`config.mk`:
```
export PLATFORM = sky130hd
export DESIGN_NAME = csbk_bank
export DESIGN_NICKNAME = d
export VERILOG_FILES = /design/src/csbk_bank_fix_note_unused.sv /design/src/csbk_pkg.sv /design/src/csbk_bank.sv
export SDC_FILE = /design/constraint.sdc
export NUM_CORES = 1
export LEC_CHECK = 0
export BUFFER_PORTS_ARGS = -buffer_cell sky130_fd_sc_hd__buf_2
export CAP_MARGIN = 20
export CORE_ASPECT_RATIO = 2
export CORE_MARGIN = 3
export CORE_UTILIZATION = 40
export DETAILED_ROUTE_END_ITERATION = 10
export HOLD_SLACK_MARGIN = 0.12
export PLACE_DENSITY = 0.63
export SYNTH_ARGS = -nofsm -noshare
export SYNTH_HDL_FRONTEND = slang
export SYNTH_SLANG_ARGS = --single-unit
```
`constraint.sdc`:
```
create_clock -name clk_sys -period 1.8 [get_ports clk_sys]
set_input_delay 0.18 -clock clk_sys [delete_from_list [all_inputs] [get_ports clk_sys]]
set_output_delay 0.18 -clock clk_sys [all_outputs]
set_load 0.05 [all_outputs]
```
`src/csbk_bank_fix_note_unused.sv`:
```
// reserved for later bank extensions; holds no logic

```
`src/csbk_pkg.sv`:
```
// constants, types and register map of the configuration capability bank
package csbk_pkg;
    // register byte offsets
    localparam logic [7:0] OFS_MSI_UADDR = 8'h94;
    localparam logic [7:0] OFS_MSI_DATA  = 8'h98;
    localparam logic [7:0] OFS_VPD_CTRL  = 8'h9c;
    localparam logic [7:0] OFS_PRODUCT_DATA_DATA  = 8'ha0;
    localparam logic [7:0] OFS_VND_CAP   = 8'ha4;
    localparam logic [7:0] OFS_TCW0      = 8'ha8;
    localparam logic [7:0] OFS_TCW1      = 8'hac;
    localparam logic [7:0] OFS_TIMERS    = 8'hb0;
    localparam logic [7:0] OFS_DRV_MODE  = 8'hb4;
    localparam logic [7:0] OFS_PM_PARAM  = 8'hb8;
    // capability header constants
    localparam logic [7:0]  VPD_CAP_ID   = 8'h03;
    localparam logic [7:0]  VPD_NEXT     = 8'ha4;
    localparam logic [7:0]  VND_CAP_ID   = 8'h09;
    localparam logic [7:0]  VND_NEXT     = 8'he0;
    localparam logic [15:0] VND_LENGTH   = 16'h0028;
    localparam logic        MSI64_CAP    = 1'b1;
    // values after reset
    localparam logic [31:0] MSI_UADDR_RST = 32'h00000000;
    localparam logic [15:0] MSI_DATA_RST  = 16'h0000;
    localparam logic [31:0] PRODUCT_DATA_DATA_RST  = 32'h00000000;
    localparam logic [4:0]  VPD_IDX_RST   = 5'h00;
    localparam logic [31:0] TCW0_RST      = 32'h04001060;
    localparam logic [31:0] TCW1_RST      = 32'h04000271;
    localparam logic [11:0] RPL_RST       = 12'h000;
    localparam logic [13:0] ACK_RST       = 14'h0000;
    localparam logic [3:0]  DRV_RST       = 4'h0;
    localparam logic [23:0] DRV_RSV_RST   = 24'h000000;
    // field positions
    localparam int VPD_GO_BIT  = 16;
    localparam int VPD_DIR_BIT = 17;
    localparam int VPD_IDX_LSB = 18;
    localparam int RPL_EN_BIT  = 12;
    localparam int ACK_LSB     = 16;
    localparam int ACK_EN_BIT  = 30;
    localparam int DRV1_LSB    = 4;

    typedef enum logic [3:0] {
        DRV_RS232    = 4'h0,
        DRV_RS422    = 4'h1,
        DRV_RS485_4W = 4'hb,
        DRV_RS485_2W = 4'hf
    } csbk_drv_mode_type;

    typedef enum logic {
        VPD_IDLE = 1'b0,
        VPD_BUSY = 1'b1
    } csbk_vpd_state_type;

    typedef struct packed {
        logic        rpl_en;
        logic [11:0] rpl;
        logic        ack_en;
        logic [13:0] ack;
        logic [3:0]  drv0;
        logic [3:0]  drv1;
        logic [5:0]  pm;
    } csbk_autoload_type;

    typedef struct packed {
        logic        write;
        logic [4:0]  index;
        logic [31:0] wdata;
    } csbk_vpd_req_type;
endpackage : csbk_pkg

```
`src/csbk_bank.sv`:
```
// configuration capability register bank with product-data handshake
`timescale 1ns/1ns
module csbk_bank #(
    parameter logic [11:0] RPL_BUILTIN = 12'h0ff,
    parameter logic [13:0] ACK_BUILTIN = 14'h0040,
    parameter logic [5:0]  PM_RST      = 6'h00
) (
    // clock and reset
    input  wire logic                       clk_sys,
    input  wire logic                       rstn,
    // apb slave
    input  wire logic                       psel,
    input  wire logic                       penable,
    input  wire logic                       pwrite,
    input  wire logic [7:0]                 paddr,
    input  wire logic [31:0]                pwdata,
    input  wire logic [3:0]                 pstrb,
    output logic      [31:0]                prdata,
    output logic                            pready,
    output logic                            pslverr,
    // product-data table engine
    output logic                            vpd_req_valid,
    output csbk_pkg::csbk_vpd_req_type      vpd_req,
    input  wire logic                       vpd_done,
    input  wire logic [31:0]                vpd_rdata,
    // eeprom autoload
    input  wire logic                       autoload_valid,
    input  wire csbk_pkg::csbk_autoload_type autoload,
    // settings to the rest of the bridge
    output logic                            msi_addr64_capable,
    output logic      [31:0]                msi_upper_eff,
    output logic      [15:0]                msi_data,
    output logic      [11:0]                replay_timeout_eff,
    output logic      [13:0]                ack_latency_eff,
    output csbk_pkg::csbk_drv_mode_type     drv_mode0,
    output csbk_pkg::csbk_drv_mode_type     drv_mode1,
    output logic      [5:0]                 pm_param,
    output logic      [31:0]                test_word0,
    output logic      [31:0]                test_word1
);
    generate
        if (PM_RST > 6'h3f || RPL_BUILTIN == 12'h000) begin : g_bad
            $error("csbk_bank: unusable parameter values");
        end
    endgenerate

    csbk_pkg::csbk_vpd_state_type vpd_state_q;
    logic        vpd_dir_q;
    logic [4:0]  vpd_idx_q;
    logic [31:0] product_data_data_q;
    logic [31:0] msi_uaddr_q;
    logic [15:0] msi_data_q;
    logic [31:0] tcw0_q;
    logic [31:0] tcw1_q;
    logic [11:0] rpl_q;
    logic        rpl_en_q;
    logic [13:0] ack_q;
    logic        ack_en_q;
    logic [3:0]  drv0_q;
    logic [3:0]  drv1_q;
    logic [23:0] drv_rsv_q;
    logic [5:0]  pm_q;
    logic [31:0] rd_d;
    logic        err_d;
    logic [31:0] prdata_q;
    logic        pslverr_q;
    logic        wr_en;
    logic [31:0] wmask;

    // byte-lane mask from the write strobes
    assign wmask = {{8{pstrb[3]}}, {8{pstrb[2]}},
                    {8{pstrb[1]}}, {8{pstrb[0]}}};

    function automatic logic [31:0] merge(input logic [31:0] old_v,
                                          input logic [31:0] new_v,
                                          input logic [31:0] m);
        merge = (old_v & ~m) | (new_v & m);
    endfunction : merge

    // zero-wait slave: read data is captured in the setup cycle
    assign pready  = 1'b1;
    assign prdata  = prdata_q;
    assign pslverr = pslverr_q;
    assign wr_en   = psel & penable & pwrite & ~pslverr_q;

    always_comb begin
        rd_d  = 32'h00000000;
        err_d = 1'b0;
        unique case (paddr)
            csbk_pkg::OFS_MSI_UADDR: rd_d = msi_uaddr_q;
            csbk_pkg::OFS_MSI_DATA:  rd_d = {16'h0000, msi_data_q};
            csbk_pkg::OFS_VPD_CTRL:
                rd_d = {9'h000, vpd_idx_q, vpd_dir_q,
                        vpd_state_q == csbk_pkg::VPD_BUSY,
                        csbk_pkg::VPD_NEXT,
                        csbk_pkg::VPD_CAP_ID};
            csbk_pkg::OFS_PRODUCT_DATA_DATA:  rd_d = product_data_data_q;
            csbk_pkg::OFS_VND_CAP:
                rd_d = {csbk_pkg::VND_LENGTH,
                        csbk_pkg::VND_NEXT,
                        csbk_pkg::VND_CAP_ID};
            csbk_pkg::OFS_TCW0:      rd_d = tcw0_q;
            csbk_pkg::OFS_TCW1:      rd_d = tcw1_q;
            csbk_pkg::OFS_TIMERS:
                rd_d = {1'b0, ack_en_q, ack_q, 3'h0, rpl_en_q, rpl_q};
            csbk_pkg::OFS_DRV_MODE:  rd_d = {drv_rsv_q, drv1_q, drv0_q};
            csbk_pkg::OFS_PM_PARAM:  rd_d = {26'h0000000, pm_q};
            default:                 err_d = 1'b1;
        endcase
    end

    always_ff @(posedge clk_sys or negedge rstn) begin
        if (!rstn) begin
            prdata_q  <= 32'h00000000;
            pslverr_q <= 1'b0;
        end else if (psel && !penable) begin
            prdata_q  <= pwrite ? 32'h00000000 : rd_d;
            pslverr_q <= err_d;
        end
    end

    // message interrupt tail
    always_ff @(posedge clk_sys or negedge rstn) begin
        if (!rstn) begin
            msi_uaddr_q <= csbk_pkg::MSI_UADDR_RST;
            msi_data_q  <= csbk_pkg::MSI_DATA_RST;
        end else if (wr_en && paddr == csbk_pkg::OFS_MSI_UADDR) begin
            msi_uaddr_q <= merge(msi_uaddr_q, pwdata, wmask);
        end else if (wr_en && paddr == csbk_pkg::OFS_MSI_DATA) begin
            msi_data_q <= 16'((msi_data_q & ~wmask[15:0])
                              | (pwdata[15:0] & wmask[15:0]));
        end
    end

    assign msi_addr64_capable = csbk_pkg::MSI64_CAP;
    assign msi_upper_eff = msi_addr64_capable ? msi_uaddr_q
                                              : 32'h00000000;
    assign msi_data = msi_data_q;

    // product-data handshake; control writes are ignored while busy
    always_ff @(posedge clk_sys or negedge rstn) begin
        if (!rstn) begin
            vpd_state_q <= csbk_pkg::VPD_IDLE;
            vpd_dir_q   <= 1'b0;
            vpd_idx_q   <= csbk_pkg::VPD_IDX_RST;
        end else begin
            unique case (vpd_state_q)
                csbk_pkg::VPD_IDLE: begin
                    if (wr_en && paddr == csbk_pkg::OFS_VPD_CTRL
                        && pstrb[2]) begin
                        vpd_dir_q <= pwdata[csbk_pkg::VPD_DIR_BIT];
                        vpd_idx_q <= pwdata[csbk_pkg::VPD_IDX_LSB +: 5];
                        if (pwdata[csbk_pkg::VPD_GO_BIT]) begin
                            vpd_state_q <= csbk_pkg::VPD_BUSY;
                        end
                    end
                end
                csbk_pkg::VPD_BUSY: begin
                    if (vpd_done) begin
                        vpd_state_q <= csbk_pkg::VPD_IDLE;
                    end
                end
            endcase
        end
    end

    // data word: fetched on read completion, written by software when idle
    always_ff @(posedge clk_sys or negedge rstn) begin
        if (!rstn) begin
            product_data_data_q <= csbk_pkg::PRODUCT_DATA_DATA_RST;
        end else if (vpd_state_q == csbk_pkg::VPD_BUSY) begin
            if (vpd_done && !vpd_dir_q) begin
                product_data_data_q <= vpd_rdata;
            end
        end else if (wr_en && paddr == csbk_pkg::OFS_PRODUCT_DATA_DATA) begin
            product_data_data_q <= merge(product_data_data_q, pwdata, wmask);
        end
    end

    assign vpd_req_valid = (vpd_state_q == csbk_pkg::VPD_BUSY);
    assign vpd_req.write = vpd_dir_q;
    assign vpd_req.index = vpd_idx_q;
    assign vpd_req.wdata = product_data_data_q;

    // test control words
    always_ff @(posedge clk_sys or negedge rstn) begin
        if (!rstn) begin
            tcw0_q <= csbk_pkg::TCW0_RST;
            tcw1_q <= csbk_pkg::TCW1_RST;
        end else if (wr_en && paddr == csbk_pkg::OFS_TCW0) begin
            tcw0_q <= merge(tcw0_q, pwdata, wmask);
        end else if (wr_en && paddr == csbk_pkg::OFS_TCW1) begin
            tcw1_q <= merge(tcw1_q, pwdata, wmask);
        end
    end

    assign test_word0 = tcw0_q;
    assign test_word1 = tcw1_q;

    // link timer overrides; autoload beats a software write in one cycle
    always_ff @(posedge clk_sys or negedge rstn) begin
        if (!rstn) begin
            rpl_q    <= csbk_pkg::RPL_RST;
            rpl_en_q <= 1'b0;
            ack_q    <= csbk_pkg::ACK_RST;
            ack_en_q <= 1'b0;
        end else if (autoload_valid) begin
            rpl_q    <= autoload.rpl;
            rpl_en_q <= autoload.rpl_en;
            ack_q    <= autoload.ack;
            ack_en_q <= autoload.ack_en;
        end else if (wr_en && paddr == csbk_pkg::OFS_TIMERS) begin
            if (pstrb[0]) begin
                rpl_q[7:0] <= pwdata[7:0];
            end
            if (pstrb[1]) begin
                rpl_q[11:8] <= pwdata[11:8];
                rpl_en_q    <= pwdata[csbk_pkg::RPL_EN_BIT];
            end
            if (pstrb[2]) begin
                ack_q[7:0] <= pwdata[23:16];
            end
            if (pstrb[3]) begin
                ack_q[13:8] <= pwdata[29:24];
                ack_en_q    <= pwdata[csbk_pkg::ACK_EN_BIT];
            end
        end
    end

    assign replay_timeout_eff = rpl_en_q ? rpl_q : RPL_BUILTIN;
    assign ack_latency_eff    = ack_en_q ? ack_q : ACK_BUILTIN;

    // transceiver modes and power parameter
    always_ff @(posedge clk_sys or negedge rstn) begin
        if (!rstn) begin
            drv0_q    <= csbk_pkg::DRV_RST;
            drv1_q    <= csbk_pkg::DRV_RST;
            drv_rsv_q <= csbk_pkg::DRV_RSV_RST;
            pm_q      <= PM_RST;
        end else if (autoload_valid) begin
            drv0_q <= autoload.drv0;
            drv1_q <= autoload.drv1;
            pm_q   <= autoload.pm;
        end else if (wr_en && paddr == csbk_pkg::OFS_DRV_MODE) begin
            if (pstrb[0]) begin
                drv0_q <= pwdata[3:0];
                drv1_q <= pwdata[csbk_pkg::DRV1_LSB +: 4];
            end
            drv_rsv_q <= 24'(merge({8'h00, drv_rsv_q},
                                   {8'h00, pwdata[31:8]},
                                   {8'h00, wmask[31:8]}));
        end else if (wr_en && paddr == csbk_pkg::OFS_PM_PARAM
                     && pstrb[0]) begin
            pm_q <= pwdata[5:0];
        end
    end

    assign drv_mode0 = csbk_pkg::csbk_drv_mode_type'(drv0_q);
    assign drv_mode1 = csbk_pkg::csbk_drv_mode_type'(drv1_q);
    assign pm_param  = pm_q;

    // checks next to the logic
    logic rd_setup;
    assign rd_setup = psel && !penable && !pwrite;

    property p_upper_gate;
        @(posedge clk_sys) disable iff (!rstn)
        wr_en && paddr == csbk_pkg::OFS_MSI_UADDR && pstrb == 4'hf
        |=> msi_upper_eff == $past(pwdata);
    endproperty
    a_upper_gate: assert property (p_upper_gate)
        else $error("upper address gating wrong");

    property p_cap64;
        @(posedge clk_sys) disable iff (!rstn)
        msi_addr64_capable == 1'b1;
    endproperty
    a_cap64: assert property (p_cap64)
        else $error("64-bit capability not reported");

    property p_vpd_hdr;
        @(posedge clk_sys) disable iff (!rstn)
        rd_setup && paddr == csbk_pkg::OFS_VPD_CTRL
        |=> prdata[15:0] == 16'ha403;
    endproperty
    a_vpd_hdr: assert property (p_vpd_hdr)
        else $error("product-data header wrong");

    property p_vnd_hdr;
        @(posedge clk_sys) disable iff (!rstn)
        rd_setup && paddr == csbk_pkg::OFS_VND_CAP
        |=> prdata == 32'h0028e009;
    endproperty
    a_vnd_hdr: assert property (p_vnd_hdr)
        else $error("vendor header wrong");

    property p_go_clear;
        @(posedge clk_sys) disable iff (!rstn)
        vpd_req_valid && vpd_done |=> !vpd_req_valid;
    endproperty
    a_go_clear: assert property (p_go_clear)
        else $error("go bit not cleared on completion");

    property p_go_hold;
        @(posedge clk_sys) disable iff (!rstn)
        vpd_req_valid && !vpd_done |=> vpd_req_valid && $stable(vpd_req);
    endproperty
    a_go_hold: assert property (p_go_hold)
        else $error("request dropped or changed while busy");

    property p_fetch;
        @(posedge clk_sys) disable iff (!rstn)
        vpd_req_valid && vpd_done && !vpd_req.write
        |=> product_data_data_q == $past(vpd_rdata);
    endproperty
    a_fetch: assert property (p_fetch)
        else $error("fetched word not latched");

    property p_wr_keep;
        @(posedge clk_sys) disable iff (!rstn)
        vpd_req_valid && vpd_done && vpd_req.write
        |=> $stable(product_data_data_q);
    endproperty
    a_wr_keep: assert property (p_wr_keep)
        else $error("data word changed by table write");

    property p_replay;
        @(posedge clk_sys) disable iff (!rstn)
        replay_timeout_eff == (rpl_en_q ? rpl_q : RPL_BUILTIN);
    endproperty
    a_replay: assert property (p_replay)
        else $error("replay timeout selection wrong");

    property p_ack;
        @(posedge clk_sys) disable iff (!rstn)
        !ack_en_q |-> ack_latency_eff == ACK_BUILTIN;
    endproperty
    a_ack: assert property (p_ack)
        else $error("ack latency selection wrong");

    property p_cv_read;
        @(posedge clk_sys) disable iff (!rstn)
        vpd_req_valid && vpd_done && !vpd_req.write;
    endproperty
    c_cv_read: cover property (p_cv_read);

    property p_cv_write;
        @(posedge clk_sys) disable iff (!rstn)
        vpd_req_valid && vpd_done && vpd_req.write;
    endproperty
    c_cv_write: cover property (p_cv_write);

    property p_cv_err;
        @(posedge clk_sys) disable iff (!rstn)
        psel && penable && pslverr;
    endproperty
    c_cv_err: cover property (p_cv_err);
endmodule : csbk_bank

```
## Word level (Yosys, flattened, before mapping)

Cells that the tools add are included.

- Add/subtract/negate cells: 0
- $mul: 0
- Divide/modulo/power cells: 0
- Order comparisons: 0
- Eq/ne operators: 12
- Shifts and indexed selects: 0
- Muxes and demuxes: 35
- Bitwise logic cells: 26
- Reduce and logical (&&, ||, !) cells: 35

Operators by type and width:

| cell | count |
|---|---|
| 32-bit one-hot mux with 10 select lines | 1 |
| 32-bit AND | 5 |
| 32-bit two-way mux | 4 |
| 32-bit OR | 4 |
| 8-bit equality test, second input constant | 10 |
| 24-bit AND | 2 |
| 14-bit two-way mux | 3 |
| 12-bit two-way mux | 3 |
| 16-bit AND | 2 |
| 32-bit inverter | 1 |
| 4-bit two-way mux | 7 |
| 6-bit two-way mux | 4 |
| 24-bit inverter | 1 |
| 24-bit OR | 1 |
| 2-bit AND reduction | 11 |
| 8-bit two-way mux | 2 |
| 16-bit inverter | 1 |
| 16-bit OR | 1 |
| 2-bit nonzero test | 8 |
| 1-bit logical AND | 13 |
| 1-bit two-way mux | 10 |
| 10-bit OR reduction | 1 |
| 1-bit inverter | 5 |
| 1-bit AND | 3 |
| other kinds (4) | 5 |

- Register bits after elaboration: 250
- Bits in latches: 0
- Memory bits (writable): 0
- Bits in read-only memories: 0
- Word-level logic and storage cells: 128
- Memories kept: 0

## Longest topological paths before layout

Gate-level depths: netlist of the first run.

- Depth after elaboration: 8
- Depth in mapped cells: 8

## Worst setup path after synthesis of the first run

No wires, ideal clock.

- Path type: register to register
- From: register vpd_state_q, in the netlist vpd_req_valid
- To: register (tool-made name)
- Setup time: 0.137 ns
- Data arrival time: 1.844 ns
- Data required time: 1.663 ns
- Path slack: -0.181 ns
- Cell stages (with the launch flop): 8
- Buffers on the path: 2
- Path through: dfrtp_1 clkbuf_1 nand3b_1 o41ai_4 buf_2 nand3b_1 o21ai_0 a21oi_1

RTL lines:

| what | RTL line | source |
|---|---|---|
| start, declared | csbk_bank.sv:47 | `csbk_pkg::csbk_vpd_state_type vpd_state_q;` |
| start signal, assigned | csbk_bank.sv:143 | `vpd_state_q <= csbk_pkg::VPD_IDLE;` |
| start signal, assigned | csbk_bank.sv:154 | `vpd_state_q <= csbk_pkg::VPD_BUSY;` |
| start signal, assigned | csbk_bank.sv:160 | `vpd_state_q <= csbk_pkg::VPD_IDLE;` |

==> results of run 1 <==
==> worst max-delay path by stage <==
stage	to	cells after the start
after global placement	prdata[13]	7
after detailed placement	prdata[5]	8
after CTS	flip-flop	9
after global routing	flip-flop	9
after floorplan	flip-flop	8
final	flip-flop	9
==> power by group through the flow <==
| stage | clock network (mW) | registers (mW) | logic [mW] |
|---|---|---|---|
| after floorplan | 0 | 6.04 | 0.625 |
| after CTS | 5.20 | 5.84 | 1.75 |
| final | 5.16 | 5.84 | 1.79 |
| after global placement | 0 | 5.94 | 1.53 |
| after detailed placement | 0 | 5.94 | 1.54 |
| after global routing | 5.43 | 5.84 | 1.89 |
==> layout make-up <==
class                           count  area, sq um
Clock buffer                       37          721
Inverter                           16         60.1
Antenna cell                        2         5.00
Timing Repair Buffer              625         4630
Clock inverter                      7         68.8
Tap cell                          364          455
Sequential cell                   250         6270
Fill cell                        2559        11800
Multi-Input combinational cell    831         5800
==> timing repair <==
action / CTS / global route
buffers inserted: 7 / 5
pin swaps: 5 / 26
endpoints found under the hold margin: 454 / 0
cloned: 5 / 2
setup endpoints to repair: 57 / 87
hold buffers: 115 / 0
gates resized for setup: 23 / 62
==> cells by family after synthesis <==
family          after synthesis  share of synthesized area
compound gates              333                      0.172
buf+inv                     106                     0.0365
flops                       250                      0.513
mux                         169                      0.148
other cells                   1                   0.000307
simple gates                327                      0.130
==> worst max-delay path: stages (launching register included) <==
cell and delay, ps:
dfrtp_2 410, nand4b_1 220, buf_4 180, o41ai_4 220, buf_6 180, buf_12 170
clkbuf_16 180, a31oi_1 80, nor2_1 110, nor2_1 50
==> per-layer routing <==
layer	share of wire	track usage	vias to the layer above
met1	0.33	0.337	6120
met5	0	0	-
met3	0.064	0.0329	175
li1	-	-	5454
met4	0.065	0.195	0
met2	0.54	0.585	668
==> cells in the final DEF, fill, tap and decap left out, drive strengths merged, types with 3 or more instances in the layout <==
master	synthesis	layout
a2111oi	3	3
a211oi	4	4
a21oi	36	36
a221oi	11	11
a222oi	5	5
a22o	31	31
a22oi	20	20
a31oi	18	18
a32oi	5	5
and2	24	24
buf	28	508
clkbuf	62	39
clkinv	0	4
dfrtp	240	240
dfstp	10	10
dlygate4sd3	0	115
inv	16	16
mux2	97	97
mux2i	72	72
nand2	155	155
nand2b	10	10
nand3	15	15
nand3b	24	24
nor2	65	65
nor2b	5	5
nor4	7	7
o211ai	5	5
o21ai	133	133
o221ai	3	3
o22ai	48	48
or2	3	3
==> impl_metrics.env, run 1 <==
export IMPL_fin_util=0.604
export IMPL_cts_buffers=24
export IMPL_fin_crit_ps=1910
export IMPL_grtUsageTotal=0.317
export IMPL_final_setup_tns_ps=-2330
export IMPL_timing_max_transition_violations_final=0
export IMPL_mappedNetlistArea_sq_mm=0.0122
export IMPL_setup_worst_path_end_class="flip-flop"
export IMPL_max_cap_violations=0
export IMPL_total_number_of_yosys_warnings=0
export IMPL_synthDominantCellAreaShare=0.492
export IMPL_start_util=0.409
export IMPL_fin_area_sq_mm=0.0180
export IMPL_drt_iter0_markers=929
export IMPL_combinationalPowerShare=0.140
export IMPL_outcome="finished, violations left"
export IMPL_setup_slack_on_the_worst_flop_to_flop_path_ps=-110
export IMPL_ctsLongestPathBuffers=3
export IMPL_drc_errors=0
export IMPL_cts_max_level=1
export IMPL_num_io_pins=351
export IMPL_post_place_cells=1953
export IMPL_core_rowCount=89
export IMPL_place_worst_setup_slack_ps=-429
export IMPL_mean_instance_size_in_the_synthesized_netlist_sq_um=10.3
export IMPL_skew_ps=14.6
export IMPL_timing_worst_setup_path_type="reg -> reg"
export IMPL_p_switching_mw=3.50
export IMPL_clock_sinks=250
export IMPL_worst_ir_drop_vdd_mv=0.620
export IMPL_area_growth_pct=47.4
export IMPL_final_setup_worst_slack_ps=-113
export IMPL_worst_hold_slack_ps=125
export IMPL_cp_required_ps=2230
export IMPL_io_buf_count=348
export IMPL_power_clock_fraction=0.404
export IMPL_timing_fmax_mhz=523
export IMPL_antenna_found_initial=2
export IMPL_synth_main_ff_cell="dfrtp_1"
export IMPL_detail_route_vias_per_cell=5.82
export IMPL_die_height_microns=253
export IMPL_worst_ep_arrival_time_ps=2350
export IMPL_p_int_mw=9.29
export IMPL_die_outline_area_sq_mm=0.0328
export IMPL_violations="negative setup slack"
export IMPL_max_slew_margin=0.232
export IMPL_p_sw_frac=0.274
export IMPL_worstReg2RegStart="pslverr"
export IMPL_netlist_instances=1186
export IMPL_clockRootBuffer="clkbuf_16"
export IMPL_synth_seq_area_share=0.513
export IMPL_wire_length_of_the_first_global_routing_pass_microns=77500
export IMPL_report_final_hold_viol_count=0
export IMPL_globalRoute_totalOverflow=0
export IMPL_fin_cells=2132
export IMPL_floorplan_die_width_microns=130
export IMPL_dpl_hpwl_microns=38900
export IMPL_pre_repair_dr_iteration_count=6
export IMPL_netlist_top_cells_area="dfrtp_1 49%, mux2_2 8.9%, mux2i_1 5.9%, o21ai_0 5.4%, nand2_1 4.7%"
export IMPL_clkTransAtPathRegs_ps=70
export IMPL_fin_nets=1873
export IMPL_start_kind="flip-flop"
export IMPL_gp_congestion=0.874
export IMPL_hold_class="in -> async"
export IMPL_core_box_area_sq_mm=0.0298
export IMPL_worst_slew_pin_transition_ps=1150
export IMPL_power_leakage_nw=9.25
export IMPL_post_synth_top_area_cell="dfrtp_1"
export IMPL_detail_route_antenna_nets=0
export IMPL_rsz0062_at_grt="true"
export IMPL_synth_top_cells_by_count="240 x dfrtp_1, 153 x nand2_1, 131 x o21ai_0"
export IMPL_tritoncts_clock_tree="yes"
export IMPL_cp_max_fo=7
export IMPL_synth_seq_cells=250
export IMPL_min_period_over_period=1.06
export IMPL_largest_net_degree_at_the_start_of_global_routing=79
export IMPL_post_route_cells_drive_above_1_share=0.399
export IMPL_totalPowerFinal_mw=12.8
export IMPL_place_area_sq_mm=0.0155
export IMPL_grt_pass1_vias=12654
export IMPL_clk_latency_ps=540
export IMPL_vias=12417
export IMPL_synth_cell_type_count=63
export IMPL_reg2reg_depth=9
export IMPL_setup_violations=47
export IMPL_pwr_density_cell_mw_per_mm2=710
export IMPL_post_synth_top_count_cell="dfrtp_1"
export IMPL_ys_async_sr_fraction=1.00
export IMPL_setup_worst_path_start="pslverr"
export IMPL_p_seq_frac=0.457
export IMPL_synth_edff_count=0
export IMPL_route_final_wire_length_microns=53900
export IMPL_routedWlPerCell_microns=25.3
(Power assumes the default switching activity.)
==> run 2, diff against run 1 <==
--- a/config.mk
+++ b/config.mk
@@ -5,6 +5,8 @@
 export SDC_FILE = /design/constraint.sdc
 export NUM_CORES = 1
 export LEC_CHECK = 0
+export ABC_AREA = 1
+export ABC_CLOCK_PERIOD_IN_PS = 1800
 export BUFFER_PORTS_ARGS = -buffer_cell sky130_fd_sc_hd__buf_2
 export CAP_MARGIN = 20
 export CORE_ASPECT_RATIO = 2
@@ -12,7 +14,7 @@
 export CORE_UTILIZATION = 40
 export DETAILED_ROUTE_END_ITERATION = 10
 export HOLD_SLACK_MARGIN = 0.12
-export PLACE_DENSITY = 0.63
+export PLACE_DENSITY = 0.62
 export SYNTH_ARGS = -nofsm -noshare
 export SYNTH_HDL_FRONTEND = slang
 export SYNTH_SLANG_ARGS = --single-unit
==> impl_metrics.env, run 2 <==
export IMPL_worstHoldPathCells=4
export IMPL_cts_buffers=24
export IMPL_r2r_end="drv_mode0[3]"
export IMPL_reg2reg_depth=9
export IMPL_worstReg2RegStart="pslverr"
export IMPL_ys_async_sr_fraction=1.00
export IMPL_report_final_hold_viol_count=0
export IMPL_drc_errors=0
export IMPL_clk_latency_ps=550
export IMPL_tritoncts_clock_tree="yes"
export IMPL_wire_length_of_the_first_global_routing_pass_microns=74900
export IMPL_synth_edff_count=0
export IMPL_place_worst_setup_slack_ps=-29.6
export IMPL_synth_top_cells_by_count="599 x nand2_1, 240 x dfrtp_1, 142 x nor2_1"
export IMPL_synth_main_ff_cell="dfrtp_1"
export IMPL_dpl_hpwl_microns=37500
export IMPL_mean_instance_size_in_the_synthesized_netlist_sq_um=7.58
export IMPL_die_outline_area_sq_mm=0.0334
export IMPL_worst_ep_arrival_time_ps=1570
export IMPL_floorplan_die_width_microns=131
export IMPL_final_setup_worst_slack_ps=53.5
export IMPL_critical_path_slowest_cell="dfrtp_2"
export IMPL_clockRootBuffer="clkbuf_16"
export IMPL_mostFrequentLayoutCell="nand2_1"
export IMPL_cpPeakStageDelay_ps=440
export IMPL_detail_route_antenna_nets=0
export IMPL_detail_route_vias_per_cell=5.13
export IMPL_drt_iter0_markers=880
export IMPL_core_box_area_sq_mm=0.0304
export IMPL_cts_max_level=1
export IMPL_worst_hold_startpoint="pstrb[2]"
export IMPL_globalRoute_totalOverflow=0
export IMPL_rsz0062_at_grt="true"
export IMPL_synth_seq_cells=250
export IMPL_total_number_of_yosys_warnings=0
export IMPL_timing_fmax_mhz=573
export IMPL_max_cap_violations=0
export IMPL_worst_hold_slack_ps=134
export IMPL_timing_max_transition_violations_final=0
export IMPL_setup_violations=0
export IMPL_fin_nets=2271
export IMPL_start_kind="flip-flop"
export IMPL_clkTransAtPathRegs_ps=70
export IMPL_worst_ir_drop_vdd_mv=0.789
export IMPL_netlist_instances=1642
export IMPL_pwr_density_cell_mw_per_mm2=785
export IMPL_synth_seq_area_share=0.504
export IMPL_grt_pass1_vias=12719
export IMPL_place_area_sq_mm=0.0151
export IMPL_fin_area_sq_mm=0.0172
export IMPL_netlist_top_cells_area="dfrtp_1 48%, nand2_1 18%, o21ai_1 4.7%, nor2_1 4.3%, inv_1 4.2%"
export IMPL_final_setup_tns_ps=0
export IMPL_io_buf_count=348
export IMPL_ctsLongestPathBuffers=3
export IMPL_clock_sinks=250
export IMPL_setup_worst_path_end_class="output port"
export IMPL_fin_util=0.566
export IMPL_cp_required_ps=1620
export IMPL_cp_max_fo=9
export IMPL_power_leakage_nw=9.49
export IMPL_worst_slew_pin_transition_ps=581
export IMPL_post_synth_top_area_cell="dfrtp_1"
export IMPL_route_final_wire_length_microns=50600
export IMPL_outcome="completed"
export IMPL_routedWlPerCell_microns=20.0
export IMPL_start_util=0.409
export IMPL_area_growth_pct=38.2
export IMPL_mappedNetlistArea_sq_mm=0.0124
export IMPL_antenna_found_initial=1
export IMPL_largest_net_degree_at_the_start_of_global_routing=61
export IMPL_commonest_cells_after_routing_fill_and_taps_aside="599 x nand2_1, 345 x buf_2, 237 x dfrtp_1"
export IMPL_max_slew_margin=0.613
export IMPL_vias=12987
export IMPL_pre_repair_dr_iteration_count=5
export IMPL_core_rowCount=90
export IMPL_timing_worst_setup_path_type="reg -> out"
export IMPL_gp_congestion=0.930
export IMPL_fin_crit_ps=1750
export IMPL_synth_cell_type_count=30
export IMPL_num_io_pins=351
export IMPL_min_period_over_period=0.970
export IMPL_post_route_cells_drive_above_1_share=0.269
export IMPL_grtUsageTotal=0.296
export IMPL_skew_ps=14.8
export IMPL_series_of_cell_instances_along_the_critical_path="buf_4 -> nand2_1 -> inv_1 -> buf_2"
export IMPL_die_height_microns=255
export IMPL_setup_slack_on_the_worst_flop_to_flop_path_ps=80
export IMPL_synthDominantCellAreaShare=0.483
export IMPL_hold_class="in -> reg"
export IMPL_post_synth_top_count_cell="nand2_1"
## run 2: cell count changes after synthesis, sizes merged, moves of 72 or more
cell   delta
nand2   +463
inv     +140
mux2     -97
nor2     +88
o21ai    +82
mux2i    -72
## run 2: worst max-delay path: cells and delay by family (launching register included)
kind / cells / cell delay (ps)
buffers and inverters: 3 / 510
AND/OR/NAND/NOR: 1 / 70
flip-flops: 1 / 440
## run 2: what timing repair did
action                     4_1_cts  5_1_grt
pin swaps                        0        2
setup endpoints to repair       18       94
hold endpoints to repair       454        7
hold buffers                   111        1
resized for setup                1       10
buffers inserted                 0        4
## run 2: kinds of logic after synthesis
| group | share of synthesized area |
|---|---|
| and+or+nand+nor | 0.281 |
| AOI/OAI and AO/OA | 0.136 |
| other | 0.000301 |
| DFF | 0.504 |
| buffers and inverters | 0.0786 |
## run 2: layout make-up
type                       count  area, sq um
antenna                        1         2.50
clock buffer                  33          686
clock inverter                11          168
fill                        2911        13200
inverter                     157          591
multi-input combinational   1163         5240
sequential                   250         6270
tap                          368          460
timing repair buffer         550         3780
## run 2: worst max path at each step
stage / from / endpoint / slack, ps / cells after the start
2_1_floorplan: pslverr / flip-flop / 80 / 9
6_report: ack_en_q / ack_latency_eff[8] / 50 / 4
4_1_cts: pslverr / flip-flop / -20 / 7
3_3_place_gp: paddr[0] / prdata[31] / -50 / 14
5_1_grt: pslverr / flip-flop / 0.05 / 8
3_5_place_dp: paddr[6] / flip-flop / -30 / 11
## run 2: per-layer routing
metal	up-vias	part of all wire	track usage
met5	-	0	0
met4	0	0.067	0.167
met3	150	0.052	0.0242
met2	571	0.52	0.527
met1	6081	0.36	0.338
li1	6185	-	-
## run 2: stage by stage
| step | total power [mW] | instances |
|---|---|---|
| 4_1_cts | 13.5 | 2527 |
| 2_1_floorplan | 7.02 | 1643 |
| 3_5_place_dp | 7.79 | 2372 |
| 5_1_grt | 13.9 | 2533 |
| 3_3_place_gp | 7.77 | 2372 |
| 6_report | 13.5 | 2533 |
## run 2: power by group
part / internal (mW) / leakage, nW / switching, mW
clock network: 3.25 / 0.412 / 2.36
logic: 0.616 / 5.82 / 1.34
registers: 5.78 / 3.26 / 0.153
total: 9.65 / 9.49 / 3.85
==> run 3, diff against run 2 <==
--- a/config.mk
+++ b/config.mk
@@ -11,10 +11,10 @@
 export CAP_MARGIN = 20
 export CORE_ASPECT_RATIO = 2
 export CORE_MARGIN = 3
-export CORE_UTILIZATION = 40
+export CORE_UTILIZATION = 48
 export DETAILED_ROUTE_END_ITERATION = 10
 export HOLD_SLACK_MARGIN = 0.12
-export PLACE_DENSITY = 0.62
+export PLACE_DENSITY = 0.73
 export SYNTH_ARGS = -nofsm -noshare
 export SYNTH_HDL_FRONTEND = slang
 export SYNTH_SLANG_ARGS = --single-unit
==> impl_metrics.env, run 3 (synthesis gave the netlist of run 2 again) <==
export IMPL_route_final_wire_length_microns=50400
export IMPL_max_cap_violations=0
export IMPL_tritoncts_clock_tree="yes"
export IMPL_dpl_hpwl_microns=36000
export IMPL_antenna_found_initial=0
export IMPL_drc_errors=0
export IMPL_start_kind="flip-flop"
export IMPL_skew_ps=8.95
export IMPL_power_leakage_nw=9.38
export IMPL_fin_crit_ps=1790
export IMPL_commonest_cells_after_routing_fill_and_taps_aside="598 x nand2_1, 347 x buf_2, 236 x dfrtp_1"
export IMPL_setup_worst_path_start="pslverr"
export IMPL_worst_path_buf_inv=1
export IMPL_clock_sinks=250
export IMPL_worst_ir_drop_vdd_mv=0.810
export IMPL_largest_net_degree_at_the_start_of_global_routing=54
export IMPL_worstReg2RegStart="pslverr"
export IMPL_rsz0062_at_grt="true"
export IMPL_grt_pass1_vias=13397
export IMPL_report_final_hold_viol_count=0
export IMPL_core_box_area_sq_mm=0.0252
export IMPL_gp_congestion=0.957
export IMPL_detail_route_vias_per_cell=5.37
export IMPL_series_of_cell_instances_along_the_critical_path="nor2_2 -> nand3_2 -> nor2_1 -> buf_4 -> nand3_2 -> nand2_1 -> o21ai_1"
export IMPL_cpPeakStageDelay_ps=440
export IMPL_ctsLongestPathBuffers=3
export IMPL_fin_nets=2258
export IMPL_timing_worst_setup_path_type="reg -> reg"
export IMPL_totalPowerFinal_mw=13.2
export IMPL_die_outline_area_sq_mm=0.0280
export IMPL_routedWlPerCell_microns=20.3
export IMPL_max_slew_margin=0.638
export IMPL_setup_violations=0
export IMPL_mostFrequentLayoutCell="nand2_1"
export IMPL_clk_latency_ps=530
export IMPL_floorplan_die_width_microns=120
export IMPL_num_io_pins=351
export IMPL_post_route_cells_drive_above_1_share=0.267
export IMPL_cp_top_family="simple AND/OR/NAND/NOR gates"
export IMPL_pre_repair_dr_iteration_count=6
export IMPL_clkTransAtPathRegs_ps=70
export IMPL_hold_class="in -> reg"
export IMPL_cts_buffers=23
export IMPL_worst_slew_pin_transition_ps=543
export IMPL_critical_path_slowest_cell="dfrtp_2"
export IMPL_min_period_over_period=0.992
export IMPL_drt_iter0_markers=1065
export IMPL_globalRoute_totalOverflow=0
export IMPL_start_util=0.493
export IMPL_path_depth=7
export IMPL_grtUsageTotal=0.355
export IMPL_outcome="completed"
export IMPL_vias=13351
export IMPL_cts_max_level=1
export IMPL_timing_max_transition_violations_final=0
export IMPL_io_buf_count=348
export IMPL_wire_length_of_the_first_global_routing_pass_microns=75700
export IMPL_fin_cells=2486
export IMPL_core_rowCount=82
export IMPL_cp_required_ps=2200
export IMPL_clockRootBuffer="clkbuf_16"
export IMPL_worst_ep_arrival_time_ps=2180
export IMPL_setup_worst_path_end_class="flip-flop"
export IMPL_setup_slack_on_the_worst_flop_to_flop_path_ps=10
export IMPL_area_growth_pct=36.7
export IMPL_reg2reg_depth=7
export IMPL_die_height_microns=234
export IMPL_cp_max_fo=10
export IMPL_critPathMostFrequentCell="nand3_2"
export IMPL_pwr_density_cell_mw_per_mm2=774
export IMPL_timing_fmax_mhz=560
export IMPL_detail_route_antenna_nets=0
export IMPL_post_place_cells=2331
## run 3: cell types whose count changed in the layout (fill, tap and decap cells not counted), moves of 2 or more
cell	delta
buf_4	-9
clkbuf_8	+4
nand2_4	-3
nand2_8	+3
buf_2	+2
clkbuf_1	-2
clkbuf_16	-2
clkbuf_4	-2
clkinvlp_4	-2
dlygate4sd3_1	-2
nand3_2	+2
nand3_4	-2
## run 3: tightest hold or removal path: cells and delay by family
family                 cells  cell delay, ps
AO/OA/AOI/OAI              2             260
buffers and inverters      1             170
## run 3: layout make-up
cell class	instances	area (sq um)
fill	2169	8230
antenna	1	2.50
inverter	157	591
tap	336	420
multi-input combinational	1163	5250
sequential	250	6270
clock buffer	33	683
clock inverter	8	123
timing repair buffer	538	3670
## run 3: metal layers
metal / GRT usage / wire, microns / vias to the layer above
met5: 0 / 0 / -
met4: 0.262 / 4410 / 0
met3: 0.0460 / 3450 / 242
met2: 0.608 / 24800 / 755
met1: 0.402 / 17700 / 6184
li1: - / - / 6170
## run 3: how the worst min path moves through the flow
stage                         from                          to  slack [ps]  depth (start not counted)
floorplan                     rstn  asynchronous set/reset pin        -120                          0
global placement              rstn  asynchronous set/reset pin         130                          1
detailed placement            rstn  asynchronous set/reset pin         140                          1
CTS                       pstrb[2]                vpd_idx_q[4]         130                          5
global route        autoload_valid                   ack_q[11]         160                          3
finish              autoload_valid                    ack_q[9]         120                          3
## run 3: repair_timing
action / 4_1_cts / 5_1_grt
hold buffers: 110 / 0
pin swaps: 0 / 0
endpoints found under the hold margin: 462 / 0
setup buffers: 0 / 3
endpoints found under the setup margin: 4 / 134
cloned: 0 / 0
resized for setup: 2 / 8
## run 3: power breakdown
part	internal (mW)	switching, mW
logic	0.604	1.36
registers	5.78	0.160
clock network	3.07	2.20
total	9.46	3.72
## run 3: metrics by stage
| step | cell area (sq um) | setup TNS, ps | utilization | hold slack [ps] | worst slack, ps |
|---|---|---|---|---|---|
| after floorplan | 12400 | 0 | - | -116 | 83.5 |
| after global routing | 17000 | -2250 | 0.674 | 158 | -82.3 |
| after detailed placement | 15000 | -30.5 | 0.594 | 136 | -21.5 |
| after global placement | 15000 | 0 | 0.594 | 133 | 36.3 |
| after CTS | 16900 | 0 | 0.670 | 135 | 28.8 |
| final | 17000 | 0 | 0.674 | 120 | 13.6 |
